==> src/rtl/sflm_defs.vh <==
// constants of the status, forcing and control-line monitor
`ifndef SFLM_DEFS_VH
`define SFLM_DEFS_VH

// ----------------------------------------------------------------
// register word offsets; the byte address is four times the offset
// ----------------------------------------------------------------
`define SFLM_OFS_SETUP    4'h0
`define SFLM_OFS_STATUS   4'h1
`define SFLM_OFS_ERRWORD  4'h2
`define SFLM_OFS_CTLMAP   4'h3
`define SFLM_OFS_WRCTL    4'h4
`define SFLM_OFS_VECCLR   4'h5
`define SFLM_ADDR_W       6

// ----------------------------------------------------------------
// setup register fields
// ----------------------------------------------------------------
`define SFLM_SET_READY_EN 0
`define SFLM_SET_HOLD_EN  1
`define SFLM_SET_IRQ_TRAP 2
`define SFLM_SET_RUN      3
`define SFLM_SET_W        4
`define SFLM_SETUP_RST    4'h0

// ----------------------------------------------------------------
// status word bits
// ----------------------------------------------------------------
`define SFLM_ST_READY     0
`define SFLM_ST_HOLD      1
`define SFLM_ST_NMI       2
`define SFLM_ST_IRQ       3
`define SFLM_ST_RESET     4
`define SFLM_ST_OPREQ     5
`define SFLM_ST_BUSY      6
`define SFLM_ST_ERROR     7
`define SFLM_ST_CAP       8
`define SFLM_ST_VECT      9
`define SFLM_ST_SUPA      10
`define SFLM_ST_SUPB      11
`define SFLM_ST_GNDA      12
`define SFLM_ST_GNDB      13
`define SFLM_WORD_W       16

// ----------------------------------------------------------------
// control-line map bits and write-control fields
// ----------------------------------------------------------------
`define SFLM_CL_LOCK      0
`define SFLM_CL_GRANT     1
`define SFLM_CL_OPACK     2
`define SFLM_CL_BHE       3
`define SFLM_CL_S1        4
`define SFLM_CL_S0        5
`define SFLM_CL_MIO       6
`define SFLM_CL_COD       7
`define SFLM_CL_N         8
`define SFLM_WR_N         3
`define SFLM_WR_LVL_LSB   8
`define SFLM_CL_RST       8'h00
`define SFLM_CTL_IDLE     8'h05

`endif

==> src/rtl/sflm_wrctl_pulse.v <==
// single-access drive of one writable control line
`timescale 1ns/1ns
module sflm_wrctl_pulse (
  input  wire clk_i,
  input  wire srst_i,
  input  wire req_i,
  input  wire level_i,
  input  wire access_i,
  output wire active_o,
  output wire level_o
);

  // ----------------------------------------------------------------
  // states
  // ----------------------------------------------------------------
  localparam [2:0] ST_IDLE  = 3'b001;
  localparam [2:0] ST_ARMED = 3'b010;
  localparam [2:0] ST_DRIVE = 3'b100;

  reg [2:0] state_reg;
  reg [2:0] state_next;
  reg       level_reg;

  // ----------------------------------------------------------------
  // hold level until one target access has ended
  // ----------------------------------------------------------------
  always @* begin
    state_next = state_reg;
    case (state_reg)
      ST_IDLE: begin
        if (req_i) begin
          state_next = ST_ARMED;
        end
      end
      ST_ARMED: begin
        if (access_i) begin
          state_next = ST_DRIVE; // see (RULE14)
        end
      end
      ST_DRIVE: begin
        if (!access_i) begin
          state_next = ST_IDLE; // see (RULE14)
        end
      end
      default: begin
        state_next = ST_IDLE;
      end
    endcase
  end

  always @(posedge clk_i) begin
    if (srst_i) begin
      state_reg <= ST_IDLE;
      level_reg <= 1'b0;
    end else begin
      state_reg <= state_next;
      if (req_i && state_reg == ST_IDLE) begin
        level_reg <= level_i;
      end
    end
  end

  assign active_o = (state_reg != ST_IDLE);
  assign level_o  = level_reg;

endmodule

==> src/rtl/sflm_monitor.v <==
// status, forcing and control-line monitor of the emulator pod
//
// How it works
// (RULE1) high ready (not ready) or high hold request is the forcing condition
// (RULE2) a setup-disabled ready or hold line reaches the internal processor only in run mode
// (RULE3) an enabled user-enableable line is never reported as forcing error
// (RULE4) error, busy, operand request, reset blocked outside run mode; reported if active
// (RULE5) nmi blocked outside run mode, still reported, shown in status bit 2
// (RULE6) interrupt reporting off after reset, on only when the trap is selected
// (RULE7) pseudo-status bits are generated inside and read with the real lines
// (RULE8) each supply out of 4.5 to 5.5 volts sets its own fault bit
// (RULE9) each ground pin is latched; a high level flags that ground open
// (RULE10) vector capture bit set after acknowledge, cleared only by its clear address
// (RULE11) failed bias capacitor check sets the capacitor fault bit
// (RULE12) 8-bit control map, bits 0 to 7 lines, set bit marks faulty line
// (RULE13) only bus lock, hold grant and operand acknowledge are writable
// (RULE14) a write-control level lasts one target access, then goes inactive
// (RULE15) a high hold request floats address, data and bus control outputs
// (RULE16) a supply below 3.5 volts floats those lines and hold grant too
// (RULE17) the mainframe keeps resetting the device until the supply recovers
// (RULE18) error word shows active lines as ones; status shows true levels
// (RULE19) disabled user-enableable lines stay monitored and reported when asserted
// (RULE20) hold grant driven by write control does not float the bus
// (RULE21) all indications gathered into one 16-bit word per status read
//
// The Avalon-MM slave port and the register offsets were chosen for this implementation.
`timescale 1ns/1ns
`include "sflm_defs.vh"
module sflm_monitor (
  input  wire        clk_i,
  input  wire        srst_i,
  input  wire [5:0]  avs_address_i,
  input  wire        avs_read_i,
  input  wire        avs_write_i,
  input  wire [31:0] avs_writedata_i,
  output wire [31:0] avs_readdata_o,
  output wire        avs_waitrequest_o,
  input  wire        ready_n_i,
  input  wire        hold_i,
  input  wire        nmi_i,
  input  wire        maskable_irq_i,
  input  wire        reset_i,
  input  wire        coprocessor_operand_request_i,
  input  wire        busy_n_i,
  input  wire        error_n_i,
  input  wire        supply_a_low_i,
  input  wire        supply_a_high_i,
  input  wire        supply_a_uv_i,
  input  wire        supply_b_low_i,
  input  wire        supply_b_high_i,
  input  wire        supply_b_uv_i,
  input  wire        ground_a_i,
  input  wire        ground_b_i,
  input  wire        ground_sample_i,
  input  wire        cap_check_done_i,
  input  wire        cap_in_tol_i,
  input  wire        inta_done_i,
  input  wire        access_i,
  input  wire        cpu_hold_grant_i,
  input  wire [4:0]  cpu_ctl_i,
  input  wire [7:0]  ctl_sense_i,
  output wire        cpu_ready_n_o,
  output wire        cpu_hold_o,
  output wire        cpu_nmi_o,
  output wire        cpu_reset_o,
  output wire        cpu_operand_request_o,
  output wire        cpu_busy_n_o,
  output wire        cpu_error_n_o,
  output wire [7:0]  ctl_o,
  output wire        bus_oe_n_o,
  output wire        hold_grant_oe_n_o
);

  // ----------------------------------------------------------------
  // register state
  // ----------------------------------------------------------------
  reg [`SFLM_SET_W-1:0]    setup_reg;
  reg [`SFLM_CL_N-1:0]     ctlmap_reg;
  reg                      vect_reg;
  reg                      cap_fault_reg;
  reg                      gnd_a_reg;
  reg                      gnd_b_reg;
  reg                      wait_reg;
  reg [31:0]               rdata_reg;
  reg                      cpu_ready_n_reg;
  reg                      cpu_hold_reg;
  reg                      cpu_nmi_reg;
  reg                      cpu_reset_reg;
  reg                      cpu_opreq_reg;
  reg                      cpu_busy_n_reg;
  reg                      cpu_error_n_reg;
  reg [`SFLM_CL_N-1:0]     ctl_reg;
  reg                      bus_oe_n_reg;
  reg                      grant_oe_n_reg;
  reg [`SFLM_WORD_W-1:0]   status_word;
  reg [`SFLM_WORD_W-1:0]   err_word;
  reg [`SFLM_CL_N-1:0]     ctl_next;
  reg [31:0]               rdata_next;

  wire                     ready_en;
  wire                     hold_en;
  wire                     irq_trap;
  wire                     run_mode;
  wire                     req;
  wire                     wr_take;
  wire                     wr_pulse;
  wire [`SFLM_WR_N-1:0]    wr_active;
  wire [`SFLM_WR_N-1:0]    wr_level;
  wire                     undervolt;
  wire                     hold_float;
  wire [`SFLM_CL_N-1:0]    ctl_fault;

  // ----------------------------------------------------------------
  // address decode
  // ----------------------------------------------------------------
  function is_reg;
    input [`SFLM_ADDR_W-1:0] addr;
    input [3:0]              index;
    begin
      is_reg = (addr == {index, 2'b00});
    end
  endfunction

  assign ready_en  = setup_reg[`SFLM_SET_READY_EN];
  assign hold_en   = setup_reg[`SFLM_SET_HOLD_EN];
  assign irq_trap  = setup_reg[`SFLM_SET_IRQ_TRAP];
  assign run_mode  = setup_reg[`SFLM_SET_RUN];
  assign req       = avs_read_i || avs_write_i;
  assign wr_take   = avs_write_i && !wait_reg;
  assign wr_pulse  = wr_take && is_reg(avs_address_i, `SFLM_OFS_WRCTL);
  assign undervolt = supply_a_uv_i || supply_b_uv_i;
  // a hold grant forced by write control leaves the bus driven
  assign hold_float = hold_i && !wr_active[`SFLM_CL_GRANT]; // see (RULE15) see (RULE20)

  // ----------------------------------------------------------------
  // single-access write-control units, one per writable line
  // ----------------------------------------------------------------
  genvar gi;
  generate
    for (gi = 0; gi < `SFLM_WR_N; gi = gi + 1) begin : g_wr
      sflm_wrctl_pulse u_pulse (
        .clk_i    (clk_i),
        .srst_i   (srst_i),
        .req_i    (wr_pulse && avs_writedata_i[gi]), // see (RULE13)
        .level_i  (avs_writedata_i[`SFLM_WR_LVL_LSB + gi]),
        .access_i (access_i),
        .active_o (wr_active[gi]),
        .level_o  (wr_level[gi])
      );
    end
  endgenerate

  // ----------------------------------------------------------------
  // status and error words
  // ----------------------------------------------------------------
  always @* begin
    status_word                  = {`SFLM_WORD_W{1'b0}};
    status_word[`SFLM_ST_READY]  = ready_n_i;
    status_word[`SFLM_ST_HOLD]   = hold_i;
    status_word[`SFLM_ST_NMI]    = nmi_i; // see (RULE5)
    status_word[`SFLM_ST_IRQ]    = maskable_irq_i;
    status_word[`SFLM_ST_RESET]  = reset_i;
    status_word[`SFLM_ST_OPREQ]  = coprocessor_operand_request_i;
    status_word[`SFLM_ST_BUSY]   = busy_n_i;
    status_word[`SFLM_ST_ERROR]  = error_n_i; // see (RULE18)
    // pseudo-status bits beside the real lines
    status_word[`SFLM_ST_CAP]    = cap_fault_reg; // see (RULE7) see (RULE21)
    status_word[`SFLM_ST_VECT]   = vect_reg;
    status_word[`SFLM_ST_SUPA]   = supply_a_low_i || supply_a_high_i; // see (RULE8)
    status_word[`SFLM_ST_SUPB]   = supply_b_low_i || supply_b_high_i; // see (RULE8)
    status_word[`SFLM_ST_GNDA]   = gnd_a_reg; // see (RULE9)
    status_word[`SFLM_ST_GNDB]   = gnd_b_reg; // see (RULE9)
  end

  always @* begin
    err_word = {`SFLM_WORD_W{1'b0}};
    // enabled lines never flagged, disabled ones always watched
    err_word[`SFLM_ST_READY] = ready_n_i && !ready_en; // see (RULE1) see (RULE3) see (RULE19)
    err_word[`SFLM_ST_HOLD]  = hold_i && !hold_en; // see (RULE1) see (RULE3) see (RULE19)
    err_word[`SFLM_ST_NMI]   = nmi_i && irq_trap; // see (RULE5) see (RULE6)
    err_word[`SFLM_ST_IRQ]   = maskable_irq_i && irq_trap; // see (RULE6)
    // active level shown as one whatever the pin polarity
    err_word[`SFLM_ST_RESET] = reset_i && !run_mode; // see (RULE4) see (RULE18)
    err_word[`SFLM_ST_OPREQ] = coprocessor_operand_request_i && !run_mode; // see (RULE4)
    err_word[`SFLM_ST_BUSY]  = !busy_n_i && !run_mode; // see (RULE4) see (RULE18)
    err_word[`SFLM_ST_ERROR] = !error_n_i && !run_mode; // see (RULE4) see (RULE18)
    err_word[`SFLM_ST_CAP]   = cap_fault_reg; // see (RULE11)
  end

  // ----------------------------------------------------------------
  // control lines toward the target
  // ----------------------------------------------------------------
  always @* begin
    ctl_next                 = {`SFLM_CL_N{1'b0}};
    ctl_next[`SFLM_CL_LOCK]  = wr_active[`SFLM_CL_LOCK] ? wr_level[`SFLM_CL_LOCK] : 1'b1;
    ctl_next[`SFLM_CL_GRANT] = wr_active[`SFLM_CL_GRANT] ? wr_level[`SFLM_CL_GRANT] :
                               cpu_hold_grant_i; // see (RULE14)
    ctl_next[`SFLM_CL_OPACK] = wr_active[`SFLM_CL_OPACK] ? wr_level[`SFLM_CL_OPACK] : 1'b1;
    ctl_next[`SFLM_CL_COD:`SFLM_CL_BHE] = cpu_ctl_i;
  end

  // lines compared against their sensed level while driven in an access
  assign ctl_fault = (ctl_sense_i ^ ctl_reg) &
                     {{`SFLM_CL_N-2{!bus_oe_n_reg}}, !grant_oe_n_reg, !bus_oe_n_reg} &
                     {`SFLM_CL_N{access_i}};

  // ----------------------------------------------------------------
  // read data
  // ----------------------------------------------------------------
  always @* begin
    rdata_next = 32'h0000_0000;
    if (is_reg(avs_address_i, `SFLM_OFS_SETUP)) begin
      rdata_next[`SFLM_SET_W-1:0] = setup_reg;
    end else if (is_reg(avs_address_i, `SFLM_OFS_STATUS)) begin
      rdata_next[`SFLM_WORD_W-1:0] = status_word; // see (RULE21)
    end else if (is_reg(avs_address_i, `SFLM_OFS_ERRWORD)) begin
      rdata_next[`SFLM_WORD_W-1:0] = err_word;
    end else if (is_reg(avs_address_i, `SFLM_OFS_CTLMAP)) begin
      rdata_next[`SFLM_CL_N-1:0] = ctlmap_reg; // see (RULE12)
    end else if (is_reg(avs_address_i, `SFLM_OFS_WRCTL)) begin
      rdata_next[`SFLM_WR_N-1:0] = wr_active;
      rdata_next[`SFLM_WR_LVL_LSB+`SFLM_WR_N-1:`SFLM_WR_LVL_LSB] = wr_level;
    end
  end

  // ----------------------------------------------------------------
  // bus slave and sticky bits
  // ----------------------------------------------------------------
  always @(posedge clk_i) begin
    if (srst_i) begin
      wait_reg      <= 1'b1;
      rdata_reg     <= 32'h0000_0000;
      setup_reg     <= `SFLM_SETUP_RST; // see (RULE6)
      ctlmap_reg    <= `SFLM_CL_RST;
      vect_reg      <= 1'b0;
      cap_fault_reg <= 1'b0;
      gnd_a_reg     <= 1'b0;
      gnd_b_reg     <= 1'b0;
    end else begin
      if (req && wait_reg) begin
        wait_reg  <= 1'b0;
        rdata_reg <= rdata_next;
      end else begin
        wait_reg  <= 1'b1;
      end
      if (wr_take && is_reg(avs_address_i, `SFLM_OFS_SETUP)) begin
        setup_reg <= avs_writedata_i[`SFLM_SET_W-1:0];
      end
      // fresh faults win over a write-one clear
      if (wr_take && is_reg(avs_address_i, `SFLM_OFS_CTLMAP)) begin
        ctlmap_reg <= (ctlmap_reg & ~avs_writedata_i[`SFLM_CL_N-1:0]) | ctl_fault;
      end else begin
        ctlmap_reg <= ctlmap_reg | ctl_fault; // see (RULE12)
      end
      if (inta_done_i) begin
        vect_reg <= 1'b1; // see (RULE10)
      end else if (wr_take && is_reg(avs_address_i, `SFLM_OFS_VECCLR)) begin
        vect_reg <= 1'b0; // see (RULE10)
      end
      if (cap_check_done_i) begin
        cap_fault_reg <= !cap_in_tol_i; // see (RULE11)
      end
      if (ground_sample_i) begin
        gnd_a_reg <= ground_a_i; // see (RULE9)
        gnd_b_reg <= ground_b_i; // see (RULE9)
      end
    end
  end

  // ----------------------------------------------------------------
  // gated inputs to the internal processor and output drive
  // ----------------------------------------------------------------
  always @(posedge clk_i) begin
    if (srst_i) begin
      cpu_ready_n_reg <= 1'b0;
      cpu_hold_reg    <= 1'b0;
      cpu_nmi_reg     <= 1'b0;
      cpu_reset_reg   <= 1'b0;
      cpu_opreq_reg   <= 1'b0;
      cpu_busy_n_reg  <= 1'b1;
      cpu_error_n_reg <= 1'b1;
      ctl_reg         <= `SFLM_CTL_IDLE;
      bus_oe_n_reg    <= 1'b1;
      grant_oe_n_reg  <= 1'b1;
    end else begin
      cpu_ready_n_reg <= ready_n_i && (ready_en || run_mode); // see (RULE2)
      cpu_hold_reg    <= hold_i && (hold_en || run_mode); // see (RULE2)
      cpu_nmi_reg     <= nmi_i && run_mode; // see (RULE5)
      cpu_reset_reg   <= reset_i && run_mode; // see (RULE4)
      cpu_opreq_reg   <= coprocessor_operand_request_i && run_mode; // see (RULE4)
      cpu_busy_n_reg  <= busy_n_i || !run_mode; // see (RULE4)
      cpu_error_n_reg <= error_n_i || !run_mode; // see (RULE4)
      ctl_reg         <= ctl_next;
      // undervoltage floats everything until the supply is back
      bus_oe_n_reg    <= hold_float || undervolt; // see (RULE15) see (RULE16)
      grant_oe_n_reg  <= undervolt; // see (RULE16)
    end
  end

  assign avs_readdata_o        = rdata_reg;
  assign avs_waitrequest_o     = wait_reg;
  assign cpu_ready_n_o         = cpu_ready_n_reg;
  assign cpu_hold_o            = cpu_hold_reg;
  assign cpu_nmi_o             = cpu_nmi_reg;
  assign cpu_reset_o           = cpu_reset_reg;
  assign cpu_operand_request_o = cpu_opreq_reg;
  assign cpu_busy_n_o          = cpu_busy_n_reg;
  assign cpu_error_n_o         = cpu_error_n_reg;
  assign ctl_o                 = ctl_reg;
  assign bus_oe_n_o            = bus_oe_n_reg;
  assign hold_grant_oe_n_o     = grant_oe_n_reg;

endmodule

==> config.mk <==
export PLATFORM = sky130hd
export DESIGN_NAME = sflm_monitor
export DESIGN_NICKNAME = d
export VERILOG_FILES = /design/src/rtl/sflm_wrctl_pulse.v /design/src/rtl/sflm_monitor.v
export VERILOG_INCLUDE_DIRS = /design/src /design/src/rtl
export SDC_FILE = /design/constraint.sdc
export NUM_CORES = 1
export LEC_CHECK = 0
export BUFFER_PORTS_ARGS = -buffer_cell sky130_fd_sc_hd__buf_4
export CORE_MARGIN = 2
export CORE_UTILIZATION = 35
export CTS_CLUSTER_SIZE = 14
export DETAILED_ROUTE_END_ITERATION = 10
export GPL_TIMING_DRIVEN = 0
export PLACE_DENSITY = 0.71
export SYNTH_ARGS = -nofsm -noshare
export SYNTH_HDL_FRONTEND = slang
export SYNTH_HIERARCHICAL = 1
export SYNTH_SLANG_ARGS = --single-unit
==> constraint.sdc <==
create_clock -name clk_i -period 2.25 [get_ports clk_i]
set_input_delay 0.225 -clock clk_i [delete_from_list [all_inputs] [get_ports clk_i]]
set_output_delay 0.225 -clock clk_i [all_outputs]
set_load 0.02 [all_outputs]
==> reports/metrics.cfg, run 1 <==
[route]
drt-initial-drc-count=136
routed_wl_mm=7.20
dr.pass1.iters=5
wire_per_inst_microns=14.1
drc=0
vias_per_cell=4.98
ant_nets=0
via_count=2541

[finish]
final_cells=510
layout-drive-gt1-share=0.314
final_common_cell=buf_4
nets=481
final_util=0.491
largest_register_ffs=14
n_antenna_cell=0
area_growth_pct=37.8
layout.cells.most_common_list=104 x buf_4, 60 x dfxtp_1, 23 x nor2_1, 21 x nand2_1, 18 x conb_1

[die]
die_area_sq_mm=0.00847
ios=127
fp.dieH_microns=92.1
initial_core_util=0.357
fp.coreArea_sq_mm=0.00761
num_rows=32
die_w_microns=92.1

[cts]
cts_num_sinks=60
clockBufferDepth=2
htreeDepth=3
cts_root_buf=clkbuf_8
insertion_delay_ps=330
cts_tree=done
holdBufCountCts=0
postCtsSetupRepairBufs=0
clk_pin_slew_ps=70
ctsResizeCount=0
cts_buffers=9

[placement]
post-dp-hpwl_mm=5.47
place.gp.congestion=0.924
port_buffers=86
placed_cells=495

[sta]
finClkSkew_ps=4.93
maxSlewHeadroom=0.282
final.min_clock_period_ps=1640
setup_viol=0
slew_violations=0
period_share=0.729
fmax_mhz=610
hold_viol_final=0
setup_tns_ps=0
tightest_slew_ps=1070
rsz0062_at_grt=no

[critical_path]
cp-end-kind=register
path_cells=nor2b_1 > and4_1 > buf_2 > nand2_1 > a32o_1
cp-start-kind=register
max_stage_delay_ps=380
path_delay_family=simple AND/OR/NAND/NOR gates
crit_arrival_ps=1860
critical_path.max_fanout=8
reg2reg_depth=5
cp_slowest_cell=nor2b_1
cp.depth=5
critPathBufInv=1
critPathKind=reg2reg
cp.required_ps=2470

[global_routing]
grt_max_degree=14
grt_pass1_vias=2236
grt_antenna_before_repair=0
track_usage=0.166
grt_pass1_wl_mm=11.0
overflow=0

[synth]
ys.flop_type=dfxtp_1
avgSynthCellArea_sq_um=9.36
synth_area_sq_mm=0.00271
ys_seq_area_frac=0.443
syn_inst=290
synth.distinct_cells=47
async_flop_share=0
synth_edf_count=0
ys_ff_latch=60
yosys_warnings=6

[pwr]
fin_total_pwr_uw=2310
swShare=0.247
ir_drop_v=0.000372
power_switching_uw=570
pwr-share-seq=0.475
p_clk_frac=0.393
p_leak_uw=0.00165
power_density_mw_per_mm2=618
pwr-share-comb=0.132
power.internal_uw=1740

[run_status]
outcome=finished, final reports clean

[worst_hold_path]
worstHoldPathType=in2reg
min_path_cells=2

[run]
maxCapViolations=0

routing by layer:
layer	vias to the layer above	wire length (microns)	global-route usage
li1	1240	-	-
met1	1156	3070	0.212
met2	122	3370	0.265
met3	23	565	0.0435
met4	0	192	0.0672
met5	-	0	0
Yosys cell counts, drive strengths merged (3+ instances only):
cell type  count  area [sq um]
a21oi         15          75.1
a22o          10          87.6
a31oi          5          31.3
a32o           7          70.1
and2           4          25.0
and3           6          37.5
and4bb         3          37.5
buf           25           166
clkbuf         4          15.0
dfxtp         60          1200
inv            6          22.5
mux2i         11           110
nand2         21          78.8
nand3          5          25.0
nand3b         8          60.1
nor2          23          86.3
nor2b         10          62.6
nor3           5          25.0
nor3b          4          30.0
nor4b          3          26.3
o21ai          9          48.8
o21bai         4          30.0
or2b           3          22.5
xnor2          3          26.3
xor2           9          78.8
cells by family (layout without fill, tap and decap cells):
family                 count (synthesis)  after routing  synth area share
XOR/XNOR                              12             12            0.0387
flip-flops                            60             60             0.443
AND/OR/NAND/NOR                      105            105             0.224
buffers and inverters                 35            136            0.0751
AO/OA/AOI/OAI                         66             66             0.178
multiplexers                          11             11            0.0406
other                                  1             18           0.00138
power groups by stage:
stage,sequential [uW],clock [uW],combinational [uW]
4_1_cts,1100,933,303
3_5_place_dp,1120,0,302
2_1_floorplan,1140,0,142
6_report,1100,909,304
5_1_grt,1100,985,327
3_3_place_gp,1120,0,299
through the flow:
stage               cell area (sq um)  setup WS, ps  hold WS, ps
floorplan                        2780           528          297
global placement                 3550           305          413
detailed placement               3550           310          418
CTS                              3740           608         61.4
global route                     3740           531         57.8
finish                           3740           611         71.4
path summary, 6_finish.rpt:
kind,slack [ps],end,start
worst min-delay path,70,cap_fault_reg,cap_in_tol_i
worst max-delay path,610,ctlmap_reg[4],avs_waitrequest_o
worst max register to register,610,ctlmap_reg[4],avs_waitrequest_o
worst min register to register,450,avs_readdata_o[8],avs_readdata_o[8]
layout make-up:
cell class                      count  area (sq um)
Clock inverter                      1          5.00
Clock buffer                       14           183
Multi-Input combinational cell    212          1370
Tap cell                          102           128
Buffer                             29           181
Fill cell                         737          3870
Inverter                            6          22.5
Timing Repair Buffer               86           646
Sequential cell                    60          1200
(Power assumes the default switching activity.)
==> inputs of run 2 (changes only) <==
- PLACE_DENSITY: 0.71 -> 0.73
- clock period: 2.25 -> 1.4 ns (I/O delays scaled with it)
==> run 2 against run 1 <==
Sequential share of layout area down 0.32 points. Die area unchanged. Design area up 1.2%. First-iteration DRC count down 8.1%. Largest cell class unchanged. Worst hold slack worse by 57 ps. Register-to-register slack worse by 600 ps. Combinational power up 68%. Largest power group unchanged. Sequential power up 61%. Wire length up 7.6%.
==> reports/metrics.cfg, run 2 (synthesized netlist as in run 1, its figures left out) <==
[die]
initial_core_util=0.357  ; unchanged
num_rows=32  ; unchanged
fp.dieH_microns=92.1  ; unchanged
fp.coreArea_sq_mm=0.00761  ; unchanged
die_w_microns=92.1  ; unchanged
ios=127  ; unchanged
die_area_sq_mm=0.00847  ; unchanged

[finish]
n_antenna_cell=0  ; unchanged
final_common_cell=buf_4
area_growth_pct=39.4
nets=484  ; +0.62%
layout.cells.most_common_list=106 x buf_4, 58 x dfxtp_1, 23 x nor2_1, 21 x nand2_1, 18 x conb_1
final.fill_count=745  ; +1.1%
layout-drive-gt1-share=0.333  ; +0.0188
largest_register_ffs=14  ; unchanged

[cts]
htreeDepth=3  ; unchanged
clockBufferDepth=2  ; unchanged
clk_pin_slew_ps=70  ; about the same
cts_tree=done
cts_num_sinks=60  ; unchanged
cts_buffers=9  ; unchanged
cts_root_buf=clkbuf_8
insertion_delay_ps=330  ; about the same

[critical_path]
r2r-start=setup_reg[0]
crit_arrival_ps=1660  ; -200 ps
critPathKind=reg2reg
path_cells=or3b_1 > a311o_1 > nand3_1 > o311a_1
cp-start-kind=register
cp.required_ps=1670  ; -800 ps
startpoint=setup_reg[0]
max_stage_delay_ps=390  ; about the same
cp-end-kind=register
critical_path.max_fanout=4  ; -4
cp_slowest_cell=or3b_1

[run]
maxCapViolations=0  ; unchanged

[route]
drt-initial-drc-count=125  ; -8.1%
dr.pass1.iters=5  ; unchanged
wire_per_inst_microns=15.1  ; +6.8%
ant_nets=0  ; unchanged
drc=0  ; unchanged
vias_per_cell=5.02  ; +0.78%
via_count=2581  ; +1.6%
routed_wl_mm=7.74  ; +7.6%

[sta]
final.min_clock_period_ps=1390  ; -250 ps
fmax_mhz=720  ; +18%
slew_violations=0  ; unchanged
setup_tns_ps=0  ; unchanged
rsz0062_at_grt=yes
setup_viol=0  ; unchanged
finClkSkew_ps=7.86  ; +2.93 ps
hold_viol_final=0  ; unchanged
tightest_slew_ps=578  ; -497 ps
maxSlewHeadroom=0.613  ; +0.331
period_share=0.992  ; +0.264

[global_routing]
overflow=0  ; unchanged
grt_max_degree=14  ; unchanged
grt_antenna_before_repair=0  ; unchanged
track_usage=0.187  ; +0.0210
grt_pass1_vias=2575  ; +15%
grt_pass1_wl_mm=12.4  ; +13%

[placement]
port_buffers=86  ; unchanged
post-dp-hpwl_mm=5.82  ; +6.3%
place.gp.congestion=0.882  ; -4.5%

[run_status]
outcome=finished, final reports clean

[worst_hold_path]
worstHoldPathType=in2reg
hp-start=inta_done_i

[pwr]
p_leak_uw=0.00167  ; +1.3%
ir_drop_v=0.000416  ; +12%
power_density_mw_per_mm2=953  ; +54%
fin_total_pwr_uw=3600  ; +56%

run 2: final timing paths:
check	end	slack, ps	cells past startpoint
setup reg to reg	avs_readdata_o[0]	10	4
hold reg to reg	avs_readdata_o[11]	450	2
setup / recovery	avs_readdata_o[0]	10	4
hold / removal	vect_reg	10	3
run 2: final cells by class:
class	count	area [sq um]	share of cell area
inverter	6	22.5	0.00595
clock buffer	14	153	0.0403
tap	102	128	0.0337
multi-input combinational	212	1390	0.368
timing repair buffer	90	681	0.180
sequential	60	1200	0.318
buffer	28	194	0.0513
clock inverter	2	10.0	0.00265
run 2: critical path, delay by kind of cell, from the launching register on:
| family | cells | cell delay, ps |
|---|---|---|
| simple gates | 2 | 480 |
| compound gates | 2 | 500 |
| flops | 1 | 340 |
run 2: timing repair:
action	CTS	global route
setup endpoints to repair	21	20
resized for setup	6	5
hold buffers	1	1
buffers inserted	0	2
pin swaps	0	1
hold endpoints to repair	1	1
run 2: per-stage QoR:
stage          hold WS, ps  instances  setup WS, ps   util  instance area, sq um
4_1_cts              0.870        511          4.53  0.493                  3750
3_5_place_dp           343        495          -355  0.469                  3560
2_1_floorplan          212        307         -54.0      -                  2790
6_report              14.5        514          10.8  0.497                  3780
5_1_grt               18.7        514         -57.6  0.497                  3780
3_3_place_gp           327        495          -323  0.469                  3560
run 2: report_power, final:
group / internal, uW / leakage (uW) / switching [uW]
Combinational: 243 / 0.00110 / 268
Sequential: 1740 / 0.000488 / 22.8
Clock: 688 / 0.0000844 / 640
Total: 2670 / 0.00167 / 930
run 2: metal layers:
metal  part of all wire  vias up  GRT usage  routed length (microns)
li1                   -     1246          -                        -
met1               0.40     1206      0.222                     3080
met2               0.50      109      0.319                     3880
met3              0.075       20     0.0435                      584
met4              0.026        0     0.0821                      205
met5                  0        -          0                        0
